## src/logic/bmr_consts.vh

```
// Constants for the bank match, refresh and SDRAM init block
`ifndef BMR_CONSTS_VH
`define BMR_CONSTS_VH

// ---------------------------------------------------------------
// Register map (byte addresses)
// ---------------------------------------------------------------
`define BMR_OFS_REFCTL      8'h00
`define BMR_OFS_STATUS      8'h04
`define BMR_OFS_CFG         8'h08
`define BMR_OFS_CMD         8'h0c
`define BMR_OFS_MATCH       8'h10
`define BMR_OFS_MRSVAL      8'h14

// ---------------------------------------------------------------
// Reset values and fields
// ---------------------------------------------------------------
`define BMR_REFCTL_RST      32'h0100_0100
`define BMR_RELOAD_MSB      31
`define BMR_RELOAD_LSB      16
`define BMR_RATE_MSB        15
`define BMR_RATE_LSB        0
`define BMR_REF_STATUS      8'h0c
`define BMR_PSEUDO_RST      16'h0100
`define BMR_RATE_RST        16'h0100

// Config register fields
`define BMR_CFG_SIZE_LSB    0
`define BMR_CFG_BS_LSB      5
`define BMR_CFG_AS_LSB      7
`define BMR_CFG_CT_LSB      10
`define BMR_CFG_LAT_LSB     14
`define BMR_CFG_BL_LSB      16
`define BMR_CFG_BANK_LSB    20

// Mode register value fields
`define BMR_MR_BL_LSB       0
`define BMR_MR_LAT_LSB      4

// Exception codes
`define BMR_EXC_DRAM3       2'h0
`define BMR_EXC_DRAM4       2'h1
`define BMR_EXC_RETRY       2'h2
`define BMR_EXC_SDRAM       2'h3

`endif

```

## src/logic/bmr_size_match.v

```verilog
// Bank size compare for one configuration cache entry
`timescale 1ns/1ps
`default_nettype none

module bmr_size_match #(
    parameter AW = 32
) (
    input  wire [AW-1:0] addr_i,
    input  wire [AW-1:0] base_i,
    input  wire [4:0]    bank_size_code_i,
    input  wire          valid_i,
    output wire          hit_o
);
    wire [AW-1:0] mask;
    // Code n keeps top n bits; zero masks all bits out
    assign mask  = ~({AW{1'b1}} >> bank_size_code_i);
    assign hit_o = valid_i & (((addr_i ^ base_i) & mask) == {AW{1'b0}});
endmodule

`default_nettype wire

```

## src/logic/bmr_top.v

```verilog
// Bank match, refresh controller and SDRAM init sequencing
`timescale 1ns/1ps
`default_nettype none
`include "bmr_consts.vh"

module bmr_top #(
    parameter ENTRIES = 6,
    parameter PWRUP_REFRESHES = 8
) (
    input  wire        clk_i,
    input  wire        rst_n_i,
    // AHB-Lite slave
    input  wire        hsel_i,
    input  wire [31:0] haddr_i,
    input  wire [1:0]  htrans_i,
    input  wire        hwrite_i,
    input  wire [2:0]  hsize_i,
    input  wire [31:0] hwdata_i,
    input  wire        hready_i,
    output wire [31:0] hrdata_o,
    output wire        hreadyout_o,
    output wire        hresp_o,
    // Memory side
    input  wire [31:0] access_addr_i,
    input  wire        access_req_i,
    input  wire [1:0]  except_code_i,
    output reg  [63:0] ad_out_o,
    output wire        ad_oe_n_o,
    output reg  [16:0] row_column_addr_bus_o,
    output reg  [4:0]  mem_state_o,
    output reg         cmd_mrs_o,
    output reg         cmd_dcab_o,
    output wire        entry_hit_o
);
    // -----------------------------------------------------------
    // States
    // -----------------------------------------------------------
    localparam [4:0] S_AD1 = 5'h00, S_AD2 = 5'h01, S_RL1 = 5'h02,
                     S_RL2 = 5'h03, S_AC1 = 5'h04, S_AC2 = 5'h05,
                     S_MRS = 5'h06, S_CBR = 5'h07, S_RF1 = 5'h08,
                     S_RF2 = 5'h09, S_RF3 = 5'h0a, S_RF4 = 5'h0b,
                     S_DCB = 5'h0c, S_COL = 5'h0d;

    // -----------------------------------------------------------
    // Registers
    // -----------------------------------------------------------
    reg [31:0] refresh_control_reg;
    reg [31:0] cfg_reg;
    reg [15:0] pseudo_reg;
    reg [15:0] rate_cnt_reg;
    reg        ref_pend_reg;
    reg        pwrup_reg;
    reg [7:0]  pwr_cnt_reg;
    reg        is_ref_reg;
    reg        mrs_pend_reg;
    reg [2:0]  mrs_bank_reg;
    reg [1:0]  exc_reg;
    reg [ENTRIES-1:0] valid_reg;
    reg [ENTRIES-1:0] mrs_done_reg;
    reg [31:0] base_reg [0:ENTRIES-1];
    reg [4:0]  size_reg [0:ENTRIES-1];
    reg        dp_act_reg;
    reg        dp_wr_reg;
    reg [7:0]  dp_addr_reg;
    reg [31:0] rdata_reg;
    reg [15:0] ref_done_cnt_reg;
    integer    i;

    // -----------------------------------------------------------
    // Bank match
    // -----------------------------------------------------------
    wire [ENTRIES-1:0] hit_vec;
    genvar g;
    generate
        for (g = 0; g < ENTRIES; g = g + 1) begin : g_match
            bmr_size_match #(.AW(32)) u_match (
                .addr_i           (access_addr_i),
                .base_i           (base_reg[g]),
                .bank_size_code_i (size_reg[g]),
                .valid_i          (valid_reg[g]),
                .hit_o            (hit_vec[g])
            );
        end
    endgenerate
    assign entry_hit_o = |hit_vec;

    // -----------------------------------------------------------
    // Config fields
    // -----------------------------------------------------------
    wire [1:0] bus_width_code     = cfg_reg[`BMR_CFG_BS_LSB+1:`BMR_CFG_BS_LSB];
    wire [2:0] address_mux_select = cfg_reg[`BMR_CFG_AS_LSB+2:`BMR_CFG_AS_LSB];
    wire [3:0] cyc_timing  = cfg_reg[`BMR_CFG_CT_LSB+3:`BMR_CFG_CT_LSB];
    wire [1:0] cfg_lat     = cfg_reg[`BMR_CFG_LAT_LSB+1:`BMR_CFG_LAT_LSB];
    wire [2:0] cfg_bl      = cfg_reg[`BMR_CFG_BL_LSB+2:`BMR_CFG_BL_LSB];
    wire       is_sdram    = cyc_timing[3];

    // Latency code 3 stands for four; parts run at three
    wire [1:0] mr_lat = (cfg_lat == 2'h3) ? 2'h2 : cfg_lat;
    // Burst length and latency in the low twelve bits
    wire [11:0] mr_val = {5'h00, 1'b0, mr_lat, 1'b0, cfg_bl};
    // Logical address: shift up by bus width
    wire [15:0] mr_logical = {4'h0, mr_val} << bus_width_code;
    // Mux select moves the row field down the pins
    wire [16:0] mr_pins = {1'b0, mr_logical} >> address_mux_select;

    // -----------------------------------------------------------
    // AHB-Lite slave, zero wait states
    // -----------------------------------------------------------
    wire take = hsel_i & htrans_i[1] & hready_i;
    assign hreadyout_o = 1'b1;
    assign hresp_o     = 1'b0;
    assign hrdata_o    = rdata_reg;
    wire wr_now = dp_act_reg & dp_wr_reg;
    // Read data is captured with the address phase; a read right
    // behind a write to the same register sees the old value
    reg [31:0] rd_next;

    always @* begin
        case (haddr_i[7:0])
            `BMR_OFS_REFCTL: rd_next = refresh_control_reg;
            `BMR_OFS_STATUS: rd_next = {5'h00, is_ref_reg, pwrup_reg,
                                 mrs_pend_reg, 8'h00, pseudo_reg};
            `BMR_OFS_CFG:    rd_next = cfg_reg;
            `BMR_OFS_MATCH:  rd_next = {{(32-ENTRIES){1'b0}}, hit_vec};
            `BMR_OFS_MRSVAL: rd_next = {15'h0000, mr_pins};
            default:         rd_next = {16'h0000, ref_done_cnt_reg};
        endcase
    end

    // -----------------------------------------------------------
    // Refresh scheduling
    // -----------------------------------------------------------
    // Counts down to zero; a rate of n puts ticks n+1 cycles apart
    wire tick = (rate_cnt_reg == 16'h0000);
    wire in_ref_row = (mem_state_o == S_AD2) & is_ref_reg;

    // -----------------------------------------------------------
    // State machine
    // -----------------------------------------------------------
    reg [4:0] st_next;
    always @* begin
        case (mem_state_o)
            S_AD1: begin
                // Refresh first, then mode set, then page access
                if (ref_pend_reg | pwrup_reg | mrs_pend_reg |
                    access_req_i) begin
                    st_next = S_AD2;
                end else begin
                    st_next = S_AD1;
                end
            end
            S_AD2: begin
                if (is_ref_reg) begin
                    case (except_code_i)
                        `BMR_EXC_RETRY: st_next = S_AD1;
                        `BMR_EXC_SDRAM: st_next = S_RF1;
                        default:        st_next = S_CBR;
                    endcase
                end else if (mrs_pend_reg) begin
                    st_next = S_MRS;
                end else if (is_sdram) begin
                    st_next = S_AC1;
                end else begin
                    st_next = S_RL1;
                end
            end
            S_CBR:   st_next = S_RF1;
            S_RF1:   st_next = S_RF2;
            S_RF2:   st_next = S_RF3;
            S_RF3: begin
                if (exc_reg == `BMR_EXC_DRAM4) begin
                    st_next = S_RF4;
                end else if (exc_reg == `BMR_EXC_SDRAM && pwrup_reg) begin
                    st_next = S_DCB;
                end else begin
                    st_next = S_AD1;
                end
            end
            S_RF4:   st_next = S_AD1;
            S_DCB:   st_next = S_AD1;
            S_MRS:   st_next = S_AD1;
            S_RL1:   st_next = S_RL2;
            S_RL2:   st_next = S_COL;
            S_AC1:   st_next = S_AC2;
            S_AC2:   st_next = S_COL;
            S_COL:   st_next = S_AD1;
            default: st_next = S_AD1;
        endcase
    end

    wire ref_end = (mem_state_o == S_RF3 && exc_reg != `BMR_EXC_DRAM4) |
                   (mem_state_o == S_RF4);

    // -----------------------------------------------------------
    // Sequential logic
    // -----------------------------------------------------------
    always @(posedge clk_i) begin
        if (!rst_n_i) begin
            refresh_control_reg <= `BMR_REFCTL_RST;
            cfg_reg          <= 32'h0000_0000;
            pseudo_reg       <= `BMR_PSEUDO_RST;
            rate_cnt_reg     <= `BMR_RATE_RST;
            ref_pend_reg     <= 1'b0;
            pwrup_reg        <= 1'b1;
            pwr_cnt_reg      <= 8'h00;
            is_ref_reg       <= 1'b0;
            mrs_pend_reg     <= 1'b0;
            mrs_bank_reg     <= 3'h0;
            exc_reg          <= 2'h0;
            valid_reg        <= {ENTRIES{1'b0}};
            mrs_done_reg     <= {ENTRIES{1'b0}};
            dp_act_reg       <= 1'b0;
            dp_wr_reg        <= 1'b0;
            dp_addr_reg      <= 8'h00;
            rdata_reg        <= 32'h0000_0000;
            ref_done_cnt_reg <= 16'h0000;
            mem_state_o      <= S_AD1;
            cmd_mrs_o        <= 1'b0;
            cmd_dcab_o       <= 1'b0;
            ad_out_o         <= 64'h0;
            row_column_addr_bus_o <= 17'h00000;
            for (i = 0; i < ENTRIES; i = i + 1) begin
                base_reg[i] <= 32'h0000_0000;
                size_reg[i] <= 5'h00;
            end
        end else begin
            dp_act_reg  <= take;
            dp_wr_reg   <= hwrite_i;
            dp_addr_reg <= haddr_i[7:0];
            if (take && !hwrite_i) begin
                rdata_reg <= rd_next;
            end
            mem_state_o <= st_next;
            cmd_mrs_o   <= (st_next == S_MRS);
            cmd_dcab_o  <= (st_next == S_DCB);

            // Rate counter reloads from the low half
            if (tick) begin
                rate_cnt_reg <= refresh_control_reg[`BMR_RATE_MSB:`BMR_RATE_LSB];
            end else begin
                rate_cnt_reg <= rate_cnt_reg - 16'h0001;
            end
            // Tick wins over the clear taken in AD1 in the same cycle
            // Outside power-up a retried refresh waits for the next tick
            if (tick) begin
                ref_pend_reg <= 1'b1;
            end else if (mem_state_o == S_AD1 && ref_pend_reg) begin
                ref_pend_reg <= 1'b0;
            end

            if (mem_state_o == S_AD1) begin
                is_ref_reg <= ref_pend_reg | pwrup_reg;
            end
            if (mem_state_o == S_AD2) begin
                exc_reg <= except_code_i;
            end

            // Status code and pseudo-address on the bus
            if (st_next == S_AD2 && mem_state_o == S_AD1 &&
                (ref_pend_reg | pwrup_reg)) begin
                ad_out_o <= {24'h000000, `BMR_REF_STATUS, 15'h0000,
                             pseudo_reg, 1'b0};
            end else if (st_next == S_MRS) begin
                row_column_addr_bus_o <= mr_pins;
            end

            // Retry leaves the pseudo-address alone
            if (ref_end) begin
                ref_done_cnt_reg <= ref_done_cnt_reg + 16'h0001;
                if (pseudo_reg == 16'h0001 || pseudo_reg == 16'h0000) begin
                    pseudo_reg <= refresh_control_reg[`BMR_RELOAD_MSB:`BMR_RELOAD_LSB];
                end else begin
                    pseudo_reg <= pseudo_reg - 16'h0001;
                end
                if (pwrup_reg) begin
                    pwr_cnt_reg <= pwr_cnt_reg + 8'h01;
                    // Compared at 32 bits so the parameter is not cut
                    if ({24'h000000, pwr_cnt_reg} == PWRUP_REFRESHES - 1) begin
                        pwrup_reg <= 1'b0;
                    end
                end
            end

            // One pending slot: load SDRAM banks one at a time
            if (st_next == S_MRS) begin
                mrs_pend_reg <= 1'b0;
                mrs_done_reg[mrs_bank_reg] <= 1'b1;
            end

            if (wr_now) begin
                case (dp_addr_reg)
                    `BMR_OFS_REFCTL: refresh_control_reg <= hwdata_i;
                    `BMR_OFS_CFG: begin
                        cfg_reg <= hwdata_i;
                    end
                    `BMR_OFS_CMD: begin
                        // Bit 0 loads entry, bit 1 flushes it
                        if (hwdata_i[0]) begin
                            valid_reg[cfg_reg[22:20]] <= 1'b1;
                            base_reg[cfg_reg[22:20]] <= access_addr_i;
                            size_reg[cfg_reg[22:20]] <= cfg_reg[4:0];
                            if (is_sdram && !mrs_done_reg[cfg_reg[22:20]]) begin
                                mrs_pend_reg <= 1'b1;
                                mrs_bank_reg <= cfg_reg[22:20];
                            end
                        end
                        if (hwdata_i[1]) begin
                            valid_reg[cfg_reg[22:20]]    <= 1'b0;
                            mrs_done_reg[cfg_reg[22:20]] <= 1'b0;
                        end
                    end
                    default: ;
                endcase
            end
        end
    end

    // Bus tri-states except during row time of a refresh
    // ad_out_o keeps its last value; only the enable marks it valid
    assign ad_oe_n_o = ~in_ref_row;
endmodule

`default_nettype wire

```

## config.mk

```make
export PLATFORM = sky130hd
export DESIGN_NAME = bmr_top
export DESIGN_NICKNAME = d
export VERILOG_FILES = /design/src/logic/bmr_size_match.v /design/src/logic/bmr_top.v
export VERILOG_INCLUDE_DIRS = /design/src /design/src/logic
export SDC_FILE = /design/constraint.sdc
export NUM_CORES = 1
export LEC_CHECK = 0
export ABC_AREA = 1
export BUFFER_PORTS_ARGS = -buffer_cell sky130_fd_sc_hd__buf_2
export CAP_MARGIN = 10
export CORE_ASPECT_RATIO = 1.1
export CORE_MARGIN = 1.5
export CORE_UTILIZATION = 42
export CTS_BUF_LIST = sky130_fd_sc_hd__clkbuf_4 sky130_fd_sc_hd__clkbuf_8 sky130_fd_sc_hd__clkbuf_16
export DETAILED_ROUTE_END_ITERATION = 12
export PLACE_DENSITY = 0.6
export SETUP_SLACK_MARGIN = 0.5
export SLEW_MARGIN = 30
export SYNTH_ARGS = -nofsm -noshare
export SYNTH_HDL_FRONTEND = slang
export SYNTH_SLANG_ARGS = --single-unit
```

## constraint.sdc

```tcl
create_clock -name clk_i -period 3.2 [get_ports clk_i]
set_input_delay 0.16 -clock clk_i [delete_from_list [all_inputs] [get_ports clk_i]]
set_output_delay 0.16 -clock clk_i [all_outputs]
set_load 0.02 [all_outputs]
```

# Yosys cells after proc, flatten, opt, wreduce, memory -nomap -nowiden
# Memories as Yosys holds them, arrays and structs flattened.
# Cells that the tools add are included.
# Widths: inputs -> output; s select.
[word_totals] in_bits=109 ramBits=222 ff_bits=224 mem_count=2
[memory_table] name="base_reg" depth=6 word_bits=32 read_ports=6 rd_ports_with_merged_regs=0 write_ports=6 line="bmr_top.v:60" text="reg [31:0] base_reg [0:ENTRIES-1];"
[memory_table] name="size_reg" depth=6 word_bits=5 read_ports=6 rd_ports_with_merged_regs=0 write_ports=6 line="bmr_top.v:61" text="reg [4:0] size_reg [0:ENTRIES-1];"
[classes] n_lt_le_gt_ge=4 n_shift=8 n_addsub=4 bitwise=39 n_mux=49 reduce_logical=34 eq_ne=27
[op_table] cell="$and 32x32->32" count=6
[op_table] cell="$logic_not 32->1" count=6
[op_table] cell="$not 32->32" count=6
[op_table] cell="$shr 32x5->32 const A" count=6
[op_table] cell="$xor 32x32->32" count=6
[op_table] cell="$pmux 32 s5" count=1
[op_table] cell="$mux 6" count=10
[op_table] cell="$pmux 5 s9" count=1
[op_table] cell="$logic_not 16->1" count=2
[op_table] cell="$mux 16" count=2
[op_table] cell="$mux 32" count=1
[op_table] cell="$reduce_or 32->1" count=1
[op_table] cell="$sub 16x1->16 const B" count=2
[op_table] cell="$eq 5x4->1 const B" count=5
[op_table] cell="$eq 8x4->1 const B" count=3
[op_table] cell="$mux 1" count=21
[op_table] cell="$eq 5x3->1 const B" count=4
[op_table] cell="$shr 16x3->17" count=1
[op_table] cell="$add 16x1->16 const B" count=1
[op_table] cell="$eq 16x1->1 const B" count=1
[op_table] cell="$eq 8x3->1 const B" count=2
[op_table] cell="$eq 8x5->1 const B" count=2
[op_table] cell="$logic_not 8->1" count=2
[op_table] cell="$shl 6x2->16" count=1
[op_table] cell="31 further kinds" count=72

# Longest topological paths before layout
[logic_depth] depth_word=12 depth_mapped=15 depth_no_buf=14

# Cells and area by module
# A second synthesis with hierarchy kept.
[unflattened] cells_unflattened=3040 area_unflattened_um2=23294.8
[by_module_without_submodules] module="bmr_top" cells_each=1990 area_each_um2=18430.2 instances=1 seq_area_each_um2=10970.5
[by_module_without_submodules] module="bmr_size_match" cells_each=175 area_each_um2=810.8 instances=6 seq_area_each_um2=0.0

# Least setup slack after synthesis
# OpenSTA, ideal clock, no wires.
[synth_timing] path_type="register to register" start="register dp_addr_reg[7]" end="memory base_reg[2][10] (enable)" arrival_ps=1849 stages_incl_launch_ff=10 required_ps=2806 slack_ps=957 period_less_slack_ps=2243 n_path_buf=0 path_cell_list="dfxtp_1 nor2_1 nand2_1 nor2_2 inv_2 nor3_2 inv_2 nor2_4 nand4_1 nand2_1"
[synth_rtl] item="start: declaration" line="bmr_top.v:64" text="reg [7:0] dp_addr_reg;"
[synth_rtl] item="start signal: assignment" line="bmr_top.v:229" text="dp_addr_reg <= haddr_i[7:0];"
[synth_rtl] item="end: declaration" line="bmr_top.v:60"

==> summary.md <==
| Metric | Value |
|---|---|
| Post-placement setup slack | 0.690 ns |
| Critical path fanouts, max | 8 |
| Die Wd | ~220 µm |
| Hold Path Class | primary input to flip-flop |
| CP Class | flip-flop to output port |
| Die Y | 246 µm |
| IO Port Bufs | approximately 150 |
| Core area | 52700 µm² |
| Seq pwr share | 0.440 |
| Period utilization | 0.862 |
| Clk pwr share | 0.392 |
| Worst vdd ir | between 300 and 400 µV |
| Cell area after synthesis | 22600 µm² |
| Final nets | about 3200 |
| FFs w/ async S/R, synth | 0 |
| Syn Area/Cell | 7.78 µm² |
| Worst setup SP type | flip-flop |
| Final ANT Viol Nets | 0 |
| Endpoint type of the worst setup path | output port |
| Final Worst Setup Slack | 0.442 ns |
| Synth cell types | 47 |
| Status | finished clean |
| Power per cell area | approximately 540 nW/µm² |
| Routability cong. | about 0.94 |
| DP HPWL | 56.7 mm |
| Synth area leader | edfxtp_1 |
| GRT Util Overall | 0.270 |
| DR vias/cell | about 5.3 |
| Clk Latency, worst-skew pair | around 0.60 ns |
| Post-synth EDFFs | 216 |
| Max Slew Vio Count | 0 |
| Final min period | 2.76 ns |
| Clk sinks | 431 |
| Final WL | 75.3 mm |
| Register area share after synthesis | 0.478 |
| H-tree depth | 2 |
| DP Cell Count | 3611 |
| Cell Chain, Critical Path | buf_4 > buf_4 > inv_1 > a21oi_1 > nand2_1 > nand2_1 > nor2_1 > nand2_1 > nor2_4 > nand2_1 > nand4_1 > nand3b_1 > buf_6 |
| Initial antenna violation count | 1 |
| Count leader, synth | nand2_1 |
| CP required | 3.04 ns |
| Ranking of synthesized cells by area | edfxtp_1 (29%), dfxtp_1 (19%), nand2_1 (9.7%) |
| Rows | 88 |
| Worst slew margin | 0.413 |
| Static leakage | 11.3 nW |
| DRC Markers | 0 |
| Tightest Pin Transition | 0.880 ns |
| Comb power frac | 0.168 |
| Vias | roughly 20000 |
| Final std cells w/o fill | 3788 |
| Net Sw Power | between 4 and 5 mW |
| Int Pwr | 10.2 mW |
| Arrival @ worst endpoint | 2.60 ns |
| Cell count after synthesis | 2902 |
| Iter 0 DRT Violations | 1391 |
| Die Area | 55100 µm² |
| I/O Pins | 233 |
| Final hold vios | 0 |
| Synthesis-to-finish area growth | 16.8% |
| First-pass GRT wire length | 112 mm |
| Largest net degree at the start of global routing | 110 |
| # setup viols final | 0 |
| CTS tree | done |
| Crit path top cell by count | nand2_1 |
| Layout cells sized above 1 | 0.145 |
| Seq cells post-synth | 431 |
| Switching Share | 0.292 |
| Max FFs per register | 186 |
| Worst path slowest cell | edfxtp_1 |
| Post-DP Area | approximately 24000 µm² |
| Total gr overflow | 0 |
| Synth cell count leaders | nand2_1 (586), nor2_1 (465), inv_1 (267) |
| Vias in the first global route | 19310 |
| CTS Buffer Depth | 3 |
| Fin area | 26400 µm² |
| Ys Warns | 0 |
| Starting Density | 0.428 |
| Number of CTS-inserted buffers | 48 |
| Max Clock Freq | roughly 360 MHz |
| Proportion of netlist area held by the largest area contributor | 0.287 |
| Clock Pin Slew Worst Setup and Hold Paths | 0.06 ns |
| Clk_skew | approximately 0.032 ns |
| CP peak stage delay | 0.37 ns |
| Final TNS setup | 0 ns |
| Average wire per standard cell | about 20 µm |
| Clk root buf | clkbuf_16 |
| MaxCap Viol Count | 0 |
| Drt pass-1 iters | 8 |
| Unrepaired setup endpoints after global routing | yes |
| Top FF cell, synth | edfxtp_1 |
==> layout make-up <==
type                            instances  area [µm²]
Antenna cell                            1        2.50
Clock buffer                           61        1350
Clock inverter                         28         249
Fill cell                            5107       26400
Inverter                              292        1110
Multi-Input combinational cell       2031       10200
Sequential cell                       431       10800
Tap cell                              675         845
Timing Repair Buffer                  268        1840
Timing Repair inverter                  1        7.51
==> power groups by stage <==
| stage | Clock, mW | Combinational [mW] | Sequential [mW] |
|---|---|---|---|
| 6_report | 5.63 | 2.41 | 6.32 |
| 5_1_grt | 5.91 | 2.67 | 6.36 |
| 4_1_cts | 5.72 | 2.37 | 6.32 |
| 3_5_place_dp | 0 | 2.27 | 6.44 |
| 3_3_place_gp | 0 | 2.25 | 6.43 |
| 2_1_floorplan | 0 | 1.55 | 6.50 |
==> placed cells by master, fill, tap and decap left out, types with 8 or more instances in the layout <==
cell type / instances
nand3_1: 175
xor2_1: 140
nand2_4: 13
nor2_2: 22
a31oi_1: 9
o31ai_1: 8
nor4_1: 8
buf_2: 144
dfxtp_1: 215
nor3_1: 21
edfxtp_1: 216
inv_1: 259
clkbuf_4: 9
o21ai_1: 19
xnor2_1: 23
o22ai_1: 12
dlygate4sd3_1: 44
a21oi_1: 176
nor2_1: 432
buf_4: 71
nor2_4: 28
o21ai_2: 8
nand2_1: 560
inv_2: 23
o211ai_1: 12
conb_1: 57
nand2_2: 23
nand4_1: 27
clkinv_1: 10
clkinv_2: 17
clkbuf_16: 50
o21ai_0: 198
==> per-stage QoR <==
step                      total power [mW]  hold slack, ns   util
after floorplan                       8.05           0.253      -
after global placement                8.68           0.365  0.449
after detailed placement              8.72           0.365  0.449
after CTS                             14.4         0.00340  0.494
after global routing                  14.9          0.0262  0.500
final                                 14.4          0.0227  0.500
==> worst max-delay path: cells and delay by family (launching register included) <==
kind	cells	cell delay (ns)
and+or+nand+nor	8	0.99
buffers and inverters	4	0.57
DFF	1	0.37
AOI/OAI and AO/OA	1	0.08
==> routing by layer <==
layer | GRT usage | vias to the layer above | wire length [µm]
met2 | 0.489 | 666 | 38500
met3 | 0.0323 | 180 | 3550
li1 | - | 9664 | -
met1 | 0.308 | 9542 | 29000
met4 | 0.151 | 0 | 4270
met5 | 0 | - | 0
==> timing repair <==
item                                    in CTS  in global routing
endpoints found under the hold margin       75                  0
setup buffers                               23                 19
resized for setup                           71                 58
pin swaps                                    7                 26
cloned                                       0                  1
hold buffers                                44                  0
endpoints found under the setup margin       1                  1
==> final timing paths <==
check                                    start             end  slack, ns  depth (start not counted)
worst max-delay path            size_reg[3][1]     entry_hit_o       0.44                         13
worst min-delay path                   rst_n_i       pwrup_reg       0.02                          2
worst max register to register      dp_act_reg  base_reg[4][3]       0.71                          9
worst min register to register     ad_out_o[8]     ad_out_o[8]       0.44                          2
==> logic make-up (layout without fill, tap and decap cells) <==
logic type,after synthesis,count (layout),synth area share
simple gates,1333,1333,0.247
buf+inv,495,650,0.0955
compound gates,472,472,0.112
flops,431,431,0.478
xor+xnor,163,163,0.0633
fa+ha+maj,6,6,0.00333
other cells,2,58,0.000333
Power figures use the tool's default switching activity.
